## config.mk

```make
export PLATFORM = sky130hd
export DESIGN_NAME = per_recorder
export DESIGN_NICKNAME = d
export VERILOG_FILES = /design/src/shared/per_pkg.sv /design/src/core/per_recorder.sv /design/src/core/per_range_cmp.sv
export SDC_FILE = /design/constraint.sdc
export NUM_CORES = 1
export LEC_CHECK = 0
export BUFFER_PORTS_ARGS = -buffer_cell sky130_fd_sc_hd__buf_2
export CAP_MARGIN = 5
export CORE_UTILIZATION = 41
export DETAILED_ROUTE_END_ITERATION = 16
export GPL_TIMING_DRIVEN = 0
export PLACE_DENSITY = 0.65
export SYNTH_ARGS = -nofsm -noshare
export SYNTH_HDL_FRONTEND = slang
export SYNTH_SLANG_ARGS = --single-unit
```

## constraint.sdc

```tcl
create_clock -name pclk -period 2.9 [get_ports pclk]
set_input_delay 0.58 -clock pclk [delete_from_list [all_inputs] [get_ports pclk]]
set_output_delay 0.58 -clock pclk [all_outputs]
set_load 0.01 [all_outputs]
```

## src/shared/per_pkg.sv

```systemverilog
// per_pkg: constants for the event recorder block.
// assumes a 32-bit apb register bus and a 24-bit instruction address.
package per_pkg;
    // register byte offsets on apb
    localparam logic [7:0] PER_OFF_SELECT = 8'h00;
    localparam logic [7:0] PER_OFF_START = 8'h04;
    localparam logic [7:0] PER_OFF_END = 8'h08;
    localparam logic [7:0] PER_OFF_STATUS = 8'h0c;
    localparam logic [7:0] PER_OFF_MASK = 8'h10;
    localparam logic [7:0] PER_OFF_CODE = 8'h14;
    localparam logic [7:0] PER_OFF_ADDR = 8'h18;
    // enable field positions in the select register
    localparam int PER_EN_BRANCH = 0;
    localparam int PER_EN_GREG = 1;
    localparam int PER_EN_FETCH = 2;
    localparam int PER_EN_STORE = 3;
    localparam int PER_GSEL_LSB = 16;
    localparam int PER_NUM_GREGS = 16;
    // fixed low storage byte locations written on a recorded event
    localparam logic [11:0] PER_LOC_CODE = 12'h096;
    localparam logic [11:0] PER_LOC_ADDR = 12'h099;
    localparam int PER_ADDR_BYTES = 3;
    // reset values
    localparam logic [31:0] PER_RST_REG = 32'h00000000;
    localparam logic [3:0] PER_RST_NIB = 4'h0;
    // fixed-area write sequencer states
    typedef enum logic [2:0] {
        PER_IDLE, PER_WR_CODE, PER_WR_A0, PER_WR_A1, PER_WR_A2
    } per_state_t;
endpackage : per_pkg

```

## src/core/per_recorder.sv

```systemverilog
// per_recorder: program event recorder with apb registers and fixed-area writes.
// assumes the core pulses one instruction-complete strobe with event qualifiers,
// and that the fixed-area storage port accepts a byte whenever fa_ready is high.
// registers sit at word offsets on an 8-bit apb address and answer with no wait state.
//
// Contract
// - record only in extended control mode with status word bit 1 set
// - select register bits 0 to 3 enable the four event types
// - interrupt only when recording mask and that type's enable are set
// - select register bits 16 to 31 choose which general registers count
// - watched range start and end come from the start and end registers
// - detect branch taken, register change, fetch in range, store in range
// - write the event type code to fixed storage byte 150
// - write the instruction address to fixed storage bytes 153 to 155
// - events while masked or disabled are dropped, never held pending
// - with translation on, bounds compare against virtual references
`timescale 1ns/1ps
module per_recorder #(
    parameter int AW = 24
) (
    // clock and reset
    input wire logic pclk,
    input wire logic presetn,
    // apb slave
    input wire logic psel,
    input wire logic penable,
    input wire logic pwrite,
    input wire logic [7:0] paddr,
    input wire logic [31:0] pwdata,
    output logic [31:0] prdata,
    output logic pready,
    output logic pslverr,
    // status word state from the core
    input wire logic extended_control_mode,
    input wire logic program_status_word_bit1,
    input wire logic translation_on,
    // instruction completion and its events
    input wire logic insn_done,
    input wire logic [AW-1:0] insn_addr,
    input wire logic branch_taken,
    input wire logic [per_pkg::PER_NUM_GREGS-1:0] greg_written,
    input wire logic fetch_valid,
    input wire logic [AW-1:0] fetch_real_addr,
    input wire logic [AW-1:0] fetch_virt_addr,
    input wire logic store_valid,
    input wire logic [AW-1:0] store_real_addr,
    input wire logic [AW-1:0] store_virt_addr,
    // fixed-area storage write port
    output logic fa_we,
    output logic [11:0] fa_addr,
    output logic [7:0] fa_data,
    input wire logic fa_ready,
    // program interruption
    output logic per_irq
);
    import per_pkg::*;

    logic [31:0] sel_reg, start_reg, end_reg;
    logic [3:0] status, mask, code;
    logic [AW-1:0] addr_hold;
    logic [31:0] next_sel_reg, next_start_reg, next_end_reg;
    logic [3:0] next_status, next_mask, next_code;
    logic [AW-1:0] next_addr_hold;
    per_state_t state, next_state;
    logic [11:0] next_fa_addr;
    logic [7:0] next_fa_data;
    logic next_fa_we;
    logic wr_acc, rd_acc, addr_ok;
    logic fetch_hit, store_hit;
    logic [AW-1:0] fetch_ref, store_ref;
    logic [3:0] raw_ev, ev;
    logic active, fire;

    // apb: single-cycle access phase, no wait states
    assign pready = 1'b1;
    assign wr_acc = psel && penable && pwrite;
    assign rd_acc = psel && penable && !pwrite;
    always_comb begin
        unique case (paddr)
            PER_OFF_SELECT, PER_OFF_START, PER_OFF_END, PER_OFF_STATUS,
            PER_OFF_MASK, PER_OFF_CODE, PER_OFF_ADDR: addr_ok = 1'b1;
            default: addr_ok = 1'b0;
        endcase
    end
    assign pslverr = psel && penable && !addr_ok;

    // virtual compare
    // pick the address space the bounds are meant for
    assign fetch_ref = translation_on ? fetch_virt_addr : fetch_real_addr;
    assign store_ref = translation_on ? store_virt_addr : store_real_addr;

    // range bounds
    // one comparator per reference kind, both fed by the same bounds
    per_range_cmp #(.AW(AW)) u_fetch_cmp (
        .range_start(start_reg[AW-1:0]),
        .range_end(end_reg[AW-1:0]),
        .addr(fetch_ref),
        .hit(fetch_hit)
    );
    per_range_cmp #(.AW(AW)) u_store_cmp (
        .range_start(start_reg[AW-1:0]),
        .range_end(end_reg[AW-1:0]),
        .addr(store_ref),
        .hit(store_hit)
    );

    always_comb begin
        raw_ev = 4'h0;
        raw_ev[PER_EN_BRANCH] = branch_taken;
        raw_ev[PER_EN_GREG] = |(greg_written & sel_reg[PER_GSEL_LSB +: PER_NUM_GREGS]);
        raw_ev[PER_EN_FETCH] = fetch_valid && fetch_hit;
        raw_ev[PER_EN_STORE] = store_valid && store_hit;
    end

    assign active = extended_control_mode && program_status_word_bit1;
    // drop masked events
    // masked events are simply not qualified; nothing latches them
    assign ev = (insn_done && active) ? (raw_ev & sel_reg[3:0]) : 4'h0;
    // interrupt condition
    // a new event is not taken while the previous one is still being stored
    assign fire = (|ev) && (state == PER_IDLE);

    // registers, status and captured event
    always_comb begin
        next_sel_reg = sel_reg;
        next_start_reg = start_reg;
        next_end_reg = end_reg;
        next_mask = mask;
        next_status = status;
        next_code = code;
        next_addr_hold = addr_hold;
        if (wr_acc) begin
            unique case (paddr)
                PER_OFF_SELECT: next_sel_reg = pwdata;
                PER_OFF_START: next_start_reg = pwdata;
                PER_OFF_END: next_end_reg = pwdata;
                PER_OFF_MASK: next_mask = pwdata[3:0];
                default: ;
            endcase
        end
        // read of status clears only the bits handed out in prdata, so an event
        // landing between setup and access is not lost;
        // a new event in the same cycle still sets
        if (rd_acc && paddr == PER_OFF_STATUS) begin
            next_status = status & ~prdata[3:0];
        end
        if (fire) begin
            next_status = next_status | ev;
            next_code = ev;
            next_addr_hold = insn_addr;
        end
    end

    always_ff @(posedge pclk or negedge presetn) begin
        if (!presetn) begin
            sel_reg <= PER_RST_REG;
            start_reg <= PER_RST_REG;
            end_reg <= PER_RST_REG;
            mask <= PER_RST_NIB;
            status <= PER_RST_NIB;
            code <= PER_RST_NIB;
            addr_hold <= '0;
        end else begin
            sel_reg <= next_sel_reg;
            start_reg <= next_start_reg;
            end_reg <= next_end_reg;
            mask <= next_mask;
            status <= next_status;
            code <= next_code;
            addr_hold <= next_addr_hold;
        end
    end

    // read data registered in setup phase so it is stable in access
    logic [31:0] next_prdata;
    always_comb begin
        next_prdata = 32'h00000000;
        if (psel && !penable && !pwrite) begin
            unique case (paddr)
                PER_OFF_SELECT: next_prdata = sel_reg;
                PER_OFF_START: next_prdata = start_reg;
                PER_OFF_END: next_prdata = end_reg;
                PER_OFF_STATUS: next_prdata = {28'h0000000, status};
                PER_OFF_MASK: next_prdata = {28'h0000000, mask};
                PER_OFF_CODE: next_prdata = {28'h0000000, code};
                PER_OFF_ADDR: next_prdata = {{(32-AW){1'b0}}, addr_hold};
                default: next_prdata = 32'h00000000;
            endcase
        end else begin
            next_prdata = prdata;
        end
    end
    always_ff @(posedge pclk or negedge presetn) begin
        if (!presetn) begin
            prdata <= 32'h00000000;
        end else begin
            prdata <= next_prdata;
        end
    end

    // level interrupt from unmasked sticky bits
    assign per_irq = |(status & mask);

    // fixed-area sequencer: code byte, then three address bytes high first
    // bytes come from the captured address: the core has moved on by then
    always_comb begin
        next_state = state;
        next_fa_we = fa_we;
        next_fa_addr = fa_addr;
        next_fa_data = fa_data;
        unique case (state)
            PER_IDLE: begin
                next_fa_we = 1'b0;
                if (fire) begin
                    next_state = PER_WR_CODE;
                    next_fa_we = 1'b1;
                    next_fa_addr = PER_LOC_CODE;
                    next_fa_data = {4'h0, ev};
                end
            end
            PER_WR_CODE: begin
                if (fa_ready) begin
                    next_state = PER_WR_A0;
                    next_fa_addr = PER_LOC_ADDR;
                    next_fa_data = addr_hold[23:16];
                end
            end
            PER_WR_A0: begin
                if (fa_ready) begin
                    next_state = PER_WR_A1;
                    next_fa_addr = PER_LOC_ADDR + 12'h001;
                    next_fa_data = addr_hold[15:8];
                end
            end
            PER_WR_A1: begin
                if (fa_ready) begin
                    next_state = PER_WR_A2;
                    next_fa_addr = PER_LOC_ADDR + 12'h002;
                    next_fa_data = addr_hold[7:0];
                end
            end
            PER_WR_A2: begin
                if (fa_ready) begin
                    next_state = PER_IDLE;
                    next_fa_we = 1'b0;
                end
            end
            default: next_state = PER_IDLE;
        endcase
    end
    always_ff @(posedge pclk or negedge presetn) begin
        if (!presetn) begin
            state <= PER_IDLE;
            fa_we <= 1'b0;
            fa_addr <= 12'h000;
            fa_data <= 8'h00;
        end else begin
            state <= next_state;
            fa_we <= next_fa_we;
            fa_addr <= next_fa_addr;
            fa_data <= next_fa_data;
        end
    end

    // checks: gating and capture of events
    a_mode_gate: assert property (@(posedge pclk) disable iff (!presetn)
        fire |-> extended_control_mode && program_status_word_bit1)
        else $error("event taken outside recording mode");
    a_enable_gate: assert property (@(posedge pclk) disable iff (!presetn)
        fire |=> ((code & ~$past(sel_reg[3:0])) == 4'h0))
        else $error("disabled event type recorded");
    a_irq_cause: assert property (@(posedge pclk) disable iff (!presetn)
        $rose(per_irq) |-> $past(fire) || $changed(mask))
        else $error("interrupt without event or mask change");
    a_greg_sel: assert property (@(posedge pclk) disable iff (!presetn)
        (fire && ((greg_written & sel_reg[31:16]) == 16'h0000)) |=> !code[PER_EN_GREG])
        else $error("unselected register change recorded");
    a_code_byte: assert property (@(posedge pclk) disable iff (!presetn)
        fire |=> fa_we && fa_addr == 12'h096 && fa_data[3:0] == code)
        else $error("code byte not written to 150");
    a_addr_bytes: assert property (@(posedge pclk) disable iff (!presetn)
        (state == PER_WR_A2 && fa_we) |-> fa_addr == 12'h09b && fa_data == addr_hold[7:0])
        else $error("last address byte not at 155");
    a_no_pending: assert property (@(posedge pclk) disable iff (!presetn)
        (insn_done && !active) |=> status == ($past(status) & ~({4{$past(rd_acc &&
        paddr == PER_OFF_STATUS)}} & $past(prdata[3:0]))))
        else $error("masked event left a trace");
    a_merge_code: assert property (@(posedge pclk) disable iff (!presetn)
        fire |=> code == $past(ev))
        else $error("events of one instruction not merged");
    a_seq_len: assert property (@(posedge pclk) disable iff (!presetn)
        (fire && fa_ready) ##1 fa_ready [*4] |-> ##1 state == PER_IDLE)
        else $error("fixed-area sequence not four bytes");

    // range compare, checked against the bounds directly
    a_range_fetch: assert property (@(posedge pclk) disable iff (!presetn)
        (fire && ev[PER_EN_FETCH] && start_reg[AW-1:0] <= end_reg[AW-1:0]) |->
        (fetch_ref >= start_reg[AW-1:0]) && (fetch_ref <= end_reg[AW-1:0]))
        else $error("fetch outside watched range recorded");
    a_range_virt: assert property (@(posedge pclk) disable iff (!presetn)
        (fire && ev[PER_EN_STORE] && translation_on && start_reg[AW-1:0] <= end_reg[AW-1:0])
        |-> (store_virt_addr >= start_reg[AW-1:0]) && (store_virt_addr <= end_reg[AW-1:0]))
        else $error("store range not compared on virtual address");

    // fixed-area write-out
    a_addr_first: assert property (@(posedge pclk) disable iff (!presetn)
        (state == PER_WR_A0 && fa_we) |-> fa_addr == 12'h099 && fa_data == addr_hold[23:16])
        else $error("first address byte not at 153");
    a_addr_mid: assert property (@(posedge pclk) disable iff (!presetn)
        (state == PER_WR_A1 && fa_we) |-> fa_addr == 12'h09a && fa_data == addr_hold[15:8])
        else $error("middle address byte not at 154");
    a_byte_hold: assert property (@(posedge pclk) disable iff (!presetn)
        (fa_we && !fa_ready) |=> fa_we && $stable(fa_addr) && $stable(fa_data))
        else $error("stalled fixed-area byte not held");
    a_code_stable: assert property (@(posedge pclk) disable iff (!presetn)
        (state != PER_IDLE && $past(state) != PER_IDLE) |-> $stable(code) && $stable(addr_hold))
        else $error("captured event changed during write-out");

    // sticky status and its clear on read
    a_status_sticky: assert property (@(posedge pclk) disable iff (!presetn)
        !(rd_acc && paddr == PER_OFF_STATUS) |=> (status & $past(status)) == $past(status))
        else $error("status bit lost without a read");
    a_read_clear: assert property (@(posedge pclk) disable iff (!presetn)
        (rd_acc && paddr == PER_OFF_STATUS && !fire) |=> (status & $past(prdata[3:0])) == 4'h0)
        else $error("status read did not clear reported bits");

    // scenarios for the bench; it reaches all but c_merged and c_store_virt
    c_branch: cover property (@(posedge pclk) disable iff (!presetn)
        fire && ev == 4'h1);
    c_merged: cover property (@(posedge pclk) disable iff (!presetn)
        fire && ev[PER_EN_FETCH] && ev[PER_EN_STORE]);
    c_store_virt: cover property (@(posedge pclk) disable iff (!presetn)
        fire && translation_on && ev[PER_EN_STORE]);
    c_irq_clear: cover property (@(posedge pclk) disable iff (!presetn)
        per_irq ##[1:20] !per_irq);
    c_stall: cover property (@(posedge pclk) disable iff (!presetn)
        fa_we && !fa_ready ##1 fa_we && fa_ready);
endmodule : per_recorder

```

## src/core/per_range_cmp.sv

```systemverilog
// per_range_cmp: tells whether an address lies in the watched range.
// assumes start and end are in the same address space as the reference.
`timescale 1ns/1ps
module per_range_cmp #(
    parameter int AW = 24
) (
    // bounds
    input wire logic [AW-1:0] range_start,
    input wire logic [AW-1:0] range_end,
    // reference
    input wire logic [AW-1:0] addr,
    output logic hit
);
    // a start above the end wraps around the top of storage
    always_comb begin
        if (range_start <= range_end) begin
            hit = (addr >= range_start) && (addr <= range_end);
        end else begin
            hit = (addr >= range_start) || (addr <= range_end);
        end
    end
endmodule : per_range_cmp

```

* Yosys cells after proc, flatten, opt, wreduce, memory -nomap -nowiden
Index checks and enable logic that the tools add are counted.
** Word-level totals
- Bits in registers :: 188
- Output and inout bits :: 56
- Word-level logic and storage cells :: 100
** Operators by class
- Magnitude comparators :: 5
- Equal/unequal tests :: 15
- Multiplexer cells :: 28
- Bitwise gates (word level) :: 6
- Reductions and logical operators :: 34
** Operators by type and width (count)
- 32-bit case mux with 7 select lines :: 1
- 24-bit <= comparator :: 3
- 24-bit >= comparator :: 2
- 12-bit two-way mux :: 4
- 24-bit two-way mux :: 2
- 12-bit case mux with 4 select lines :: 1
- 8-bit two-way mux :: 4
- 8-bit case mux with 4 select lines :: 1
- 8-bit by 5-bit equality test with 1-bit output, second input constant :: 3
- 16-bit bitwise AND :: 1
- 8-bit by 4-bit equality test with 1-bit output, second input constant :: 2
- 16-bit OR reduction :: 1
- 3-bit two-way mux :: 5
- 3-bit case mux with 5 select lines :: 1
- 1-bit logical AND :: 14
- 4-bit bitwise AND :: 3
- 4-bit two-way mux :: 3
- 2-bit != test, second input constant :: 5
- 2-bit AND reduction :: 5
- 5-bit AND reduction :: 2
- 8-bit by 3-bit equality test with 1-bit output, second input constant :: 1
- 8-bit zero test :: 1
- 4-bit OR reduction :: 2
- 7-bit OR reduction :: 1
- 12 further kinds :: 20

* Logic depth before layout (Yosys ltp)
- Depth after elaboration :: 11
- Gate-level depth with buffers :: 14
- Depth with buffers taken out :: 11

* Cells and area by module
Synthesis repeated with hierarchy kept, for this count alone.
** Unflattened totals
- Cells, all modules :: 1128
- Area, all modules :: 12066.6 um^2
** By module, submodules not included
- per_recorder :: times used 1, cells an instance 690, area an instance 8600.7 um^2, seq. area each 4529.3 um^2
- per_range_cmp :: times used 2, cells an instance 219, area an instance 1732.9 um^2, seq. area each 0.0 um^2

* Worst setup path before layout
No wires, ideal clock.
- Path type :: input-to-reg
- Start point :: input translation_on
- End point :: register addr_hold[19]
- Setup time :: 0.127 ns
- Arrival time :: 4.050 ns
- Slack :: -1.278 ns
- Stages on the path :: 14
- Buffers on the path :: 3
- Path through :: clkbuf_1 > clkbuf_1 > mux2_2 > ha_1 > nand4_1 > or3_1 > a221oi_1 > or4b_1 > a21oi_1 > maj3_1 > o221ai_2 > and2_4 > buf_6 > mux2_1
** On the way
- Longest elaborated chain between the ends :: 9
- Elaborated cells between the ends (all ways) :: 18
- Classes of those cells :: order compare: 4; mux: 5; bitwise: 1; reduce/logical: 8
** RTL lines
- start: declaration :: RTL line per_recorder.sv:36 : input wire logic translation_on,
- 24-bit two-way mux (on tied branches) :: RTL line per_recorder.sv:89, per_recorder.sv:90
- 24-bit >= comparator or 24-bit <= comparator (tied branches) :: RTL line per_range_cmp.sv:17, per_range_cmp.sv:19
- 1-bit logical OR or 1-bit logical AND (tied branches) :: RTL line per_range_cmp.sv:19, per_range_cmp.sv:17
- 1-bit two-way mux :: RTL line per_range_cmp.sv:16 : if (range_start <= range_end) begin
- 1-bit logical AND (on tied branches) :: RTL line per_recorder.sv:111, per_recorder.sv:112
- 4-bit bitwise AND (*) :: RTL line per_recorder.sv:118 : assign ev = (insn_done && active) ? (raw_ev & sel_reg[3:0]) : 4'h0;
- 4-bit two-way mux (*) :: RTL line per_recorder.sv:118
- 4-bit OR reduction (*) :: RTL line per_recorder.sv:121 : assign fire = (|ev) && (state == PER_IDLE);
- 1-bit logical AND (*) :: RTL line per_recorder.sv:121
- end signal: assignment :: RTL line per_recorder.sv:170 : addr_hold <= next_addr_hold;
- end: declaration :: RTL line per_recorder.sv:60 : logic [AW-1:0] addr_hold;
Mark *: on every way between the ends. The rest lies on a longest branch, timed or not.
A chain may end at the register's enable or synchronous reset.

* Worst setup path after layout
- Start point :: input translation_on
- End point :: register fa_data[0]
** On the way
- Longest elaborated chain between the ends :: 11
- Elaborated cells between the ends (all ways) :: 20
- Classes of those cells :: order compare: 4; eq/ne: 1; mux: 5; bitwise: 1; reduce/logical: 9
** RTL lines
- 24-bit two-way mux (on tied branches) :: RTL line per_recorder.sv:89, per_recorder.sv:90
- 24-bit >= comparator or 24-bit <= comparator (tied branches) :: RTL line per_range_cmp.sv:17, per_range_cmp.sv:19
- 1-bit logical OR or 1-bit logical AND (tied branches) :: RTL line per_range_cmp.sv:19, per_range_cmp.sv:17
- 1-bit two-way mux :: RTL line per_range_cmp.sv:16
- 1-bit logical AND (on tied branches) :: RTL line per_recorder.sv:111, per_recorder.sv:112
- 4-bit bitwise AND (*) :: RTL line per_recorder.sv:118
- 4-bit two-way mux (*) :: RTL line per_recorder.sv:118
- 4-bit OR reduction (*) :: RTL line per_recorder.sv:121
- 1-bit logical AND (*) :: RTL line per_recorder.sv:121
- 2-bit != test (no source line) (*)
- 5-bit AND reduction (no source line) (*)
- end signal: assignment :: RTL line per_recorder.sv:261 : fa_data <= next_fa_data;
- end: declaration :: RTL line per_recorder.sv:51 : output logic [7:0] fa_data,
Marked as above.

==> results.txt <==
Outcome - finished with violations
Violated checks - setup timing
Sink Count - 181
Max-Cap Viols - 0
Clk buf depth - 2
Vias per inst - 5.53
Setup Viol. Count Final - 44
DR WL met3 - 2430 um
Hold Crit Class - in2async
Initial antenna violation count - 7
First-pass GRT wire length - 54000 um
TritonRoute pass-1 iters - 6
Post-synthesis compound-gate area fraction - 13.6%
DP Wirelength - 27700 um
Adder-Cell Fraction of Synth Area - 13.4%
Hold WS - 140 ps
Total Wirelength - 35900 um
Layout cell share with drive strength beyond 1 - 37.8%
Sequential fraction of the synthesis area - 39.7%
Crit-path max cell delay - 370 ps
Synth top area share - 39.7%
Syn avg cell area - 10.4 sq um
Max layer used - met5
Inserted Clock Buffers - 17
Io pins - 245
PD cells - 454 nW/um^2
Period utilisation layout - 119%
Yosys warns - 0
Largest family of logic cells by synthesized area - multiplexers
Largest net degree at the start of global routing - 94
Root Driver - clkbuf_16
Crit-path cells - clkbuf_16 > buf_12 > mux2_2 > ha_1 > nand4_1 > nor3_2 > and4_4 > o31ai_2 > a32oi_1 > maj3_2 > o221ai_4 > buf_4 > buf_6 > nand2_4 > mux2_2
Final Hold Viols - 0
Die height - 169 um
Final ANT Viol Nets - 0
Top achievable clock speed - 290 MHz
GP Congestion - 0.894
Proportion of synthesized area in mux cells - 18.6%
Post-Place Cell Area - 13200 sq um
Max-slew headroom - 27.9%
Most frequent cell after synthesis - dfrtp_1
CTS tree - done
Fillers - 2419
Final Max Slew Viols - 0
Pre-CTS WS - -1200 ps
Vias in the first global route - 9639
CTS H-tree lvls - 4
Worst setup EP type - flop
Residual DRC - 0
Crit path time final - 3450 ps
CP Launch Type - input port
Synth Area in XOR/XNOR - 0.0768%
DRT iter0 DRCs - 779
Ys async rst share - 100%
Post-synth EDFFs - 0
FF+latch count, synth - 181
Peak supply drop - 0.350 mV
Commonest cells in the netlist - dfrtp_1, mux2_2, ha_1
CP arrival - 3770 ps
Post-synth top area cell - dfrtp_1
Synthesized area - 11400 sq um
Post-synthesis simple-gate area fraction - 10.4%
Global route overflow - 0
Critical Path Fanout Max - 10
RSZ-0062 raised after global routing - true
Clk slew on worst S/H paths - 70 ps
Crit-path slowest cell - mux2_2
Register-to-Register Setup Slack - -380 ps
Finished Cell Area - 14500 sq um
Met1 wire length - 15700 um
Skew final - 16.0 ps
GRT Total Usage - 25.2%
Final core utilization - 53.3%
Gate Count Post-Synth - 1091
Metal2 WL - 17000 um
Leak - 0.00701 uW
Family with the most delay on the worst path - simple AND/OR/NAND/NOR gates
Worst skew pair latency - 450 ps
Setup CP Type - in2reg
Setup TNS - -19100 ps
Placeable Area - 27100 sq um
WL per Instance - 20.4 um
Least-Margin Pin Slew - 1070 ps
Yosys cell types - 61
Layout area overhead - 26.8%
Worst Path Buf+Inv - 4
DIE WIDTH - 169 um
Critical Path Most Common Cell - mux2_2
I/O Buffers - 234
Row cnt - 60
Vias - 9710
Top FF cell, synth - dfrtp_1
DIE AREA - 28500 sq um
Nets - 1675
Final WS setup - -547 ps
Worst EP required - 3230 ps
Largest cells by area after synthesis - dfrtp_1, mux2_2, ha_1
Initial Util - 42.1%
## power by group
part	total (uW)	leakage [uW]	switching, uW	internal (uW)
registers	2810	0.00231	121	2690
clock network	2340	0.000285	1120	1220
logic	1410	0.00442	788	626
total	6570	0.00701	2030	4540
## what timing repair did
item / 4_1_cts / 5_1_grt
cloned: 3 / 0
pin swaps: 16 / 21
hold buffers: 0 / 0
setup endpoints to repair: 60 / 72
setup buffers: 11 / 6
gates resized for setup: 41 / 53
## final cells by class
type / instances / area, sq um / area share (%)
inverter: 50 / 188 / 1.30
clock inverter: 15 / 164 / 1.13
antenna: 6 / 15.0 / 0.104
multi-input combinational: 807 / 6930 / 47.9
tap: 372 / 465 / 3.22
sequential: 181 / 4530 / 31.3
clock buffer: 17 / 425 / 2.94
timing repair buffer: 253 / 1390 / 9.61
buffer: 56 / 349 / 2.42
## cell usage in the layout, fill, tap and decap left out, types with 5 or more instances in the layout
master     count
ha_1          98
mux2i_1       26
dfrtp_1      180
a31oi_1       10
mux2_2       113
inv_2          7
nand4_1       24
o21ai_0       41
a211oi_1       5
o22ai_1        5
a221oi_1      23
ha_4          22
mux2_4        45
buf_4         21
nor3_1         6
a22oi_1       17
buf_1          6
clkbuf_1      29
buf_2        237
a21o_1        20
a21oi_1       80
nand3_1       21
conb_1         7
clkbuf_16     20
and3_1         7
inv_1         43
nor2_1        87
diode_2        6
a22o_1         7
nor2b_1       10
nand2_1       65
## stage by stage
stage               std cells  power (uW)
detailed placement       1703        4170
global placement         1702        4130
finish                   1757        6570
floorplan                1096        3610
global route             1755        6860
CTS                      1749        6540
## final timing paths
| path | cells past startpoint | endpoint | start |
|---|---|---|---|
| max in group asynchronous | 2 | addr_hold[9] | presetn |
| setup reg to reg | 11 | addr_hold[19] | start_reg[21] |
| hold / removal | 1 | prdata[25] | presetn |
| min in group pclk | 2 | addr_hold[19] | insn_addr[19] |
| hold reg to reg | 2 | fa_we | fa_we |
| setup / recovery | 15 | fa_data[0] | translation_on |
## layer usage
layer  vias to the layer above  track usage [%]
li1                       4570                -
met1                      4741             34.0
met2                       341             40.1
met3                        52             5.54
met4                         6             8.22
met5                         -                0
## kinds of logic after synthesis
kind of cell | count (synthesis)
AOI/OAI and AO/OA | 243
xor gates and xnor gates | 1
adders and majority gates | 122
buffers and inverters | 108
DFF | 181
muxes | 184
other | 2
and+or+nand+nor | 250
No activity file was read; power rests on OpenSTA's default activity.
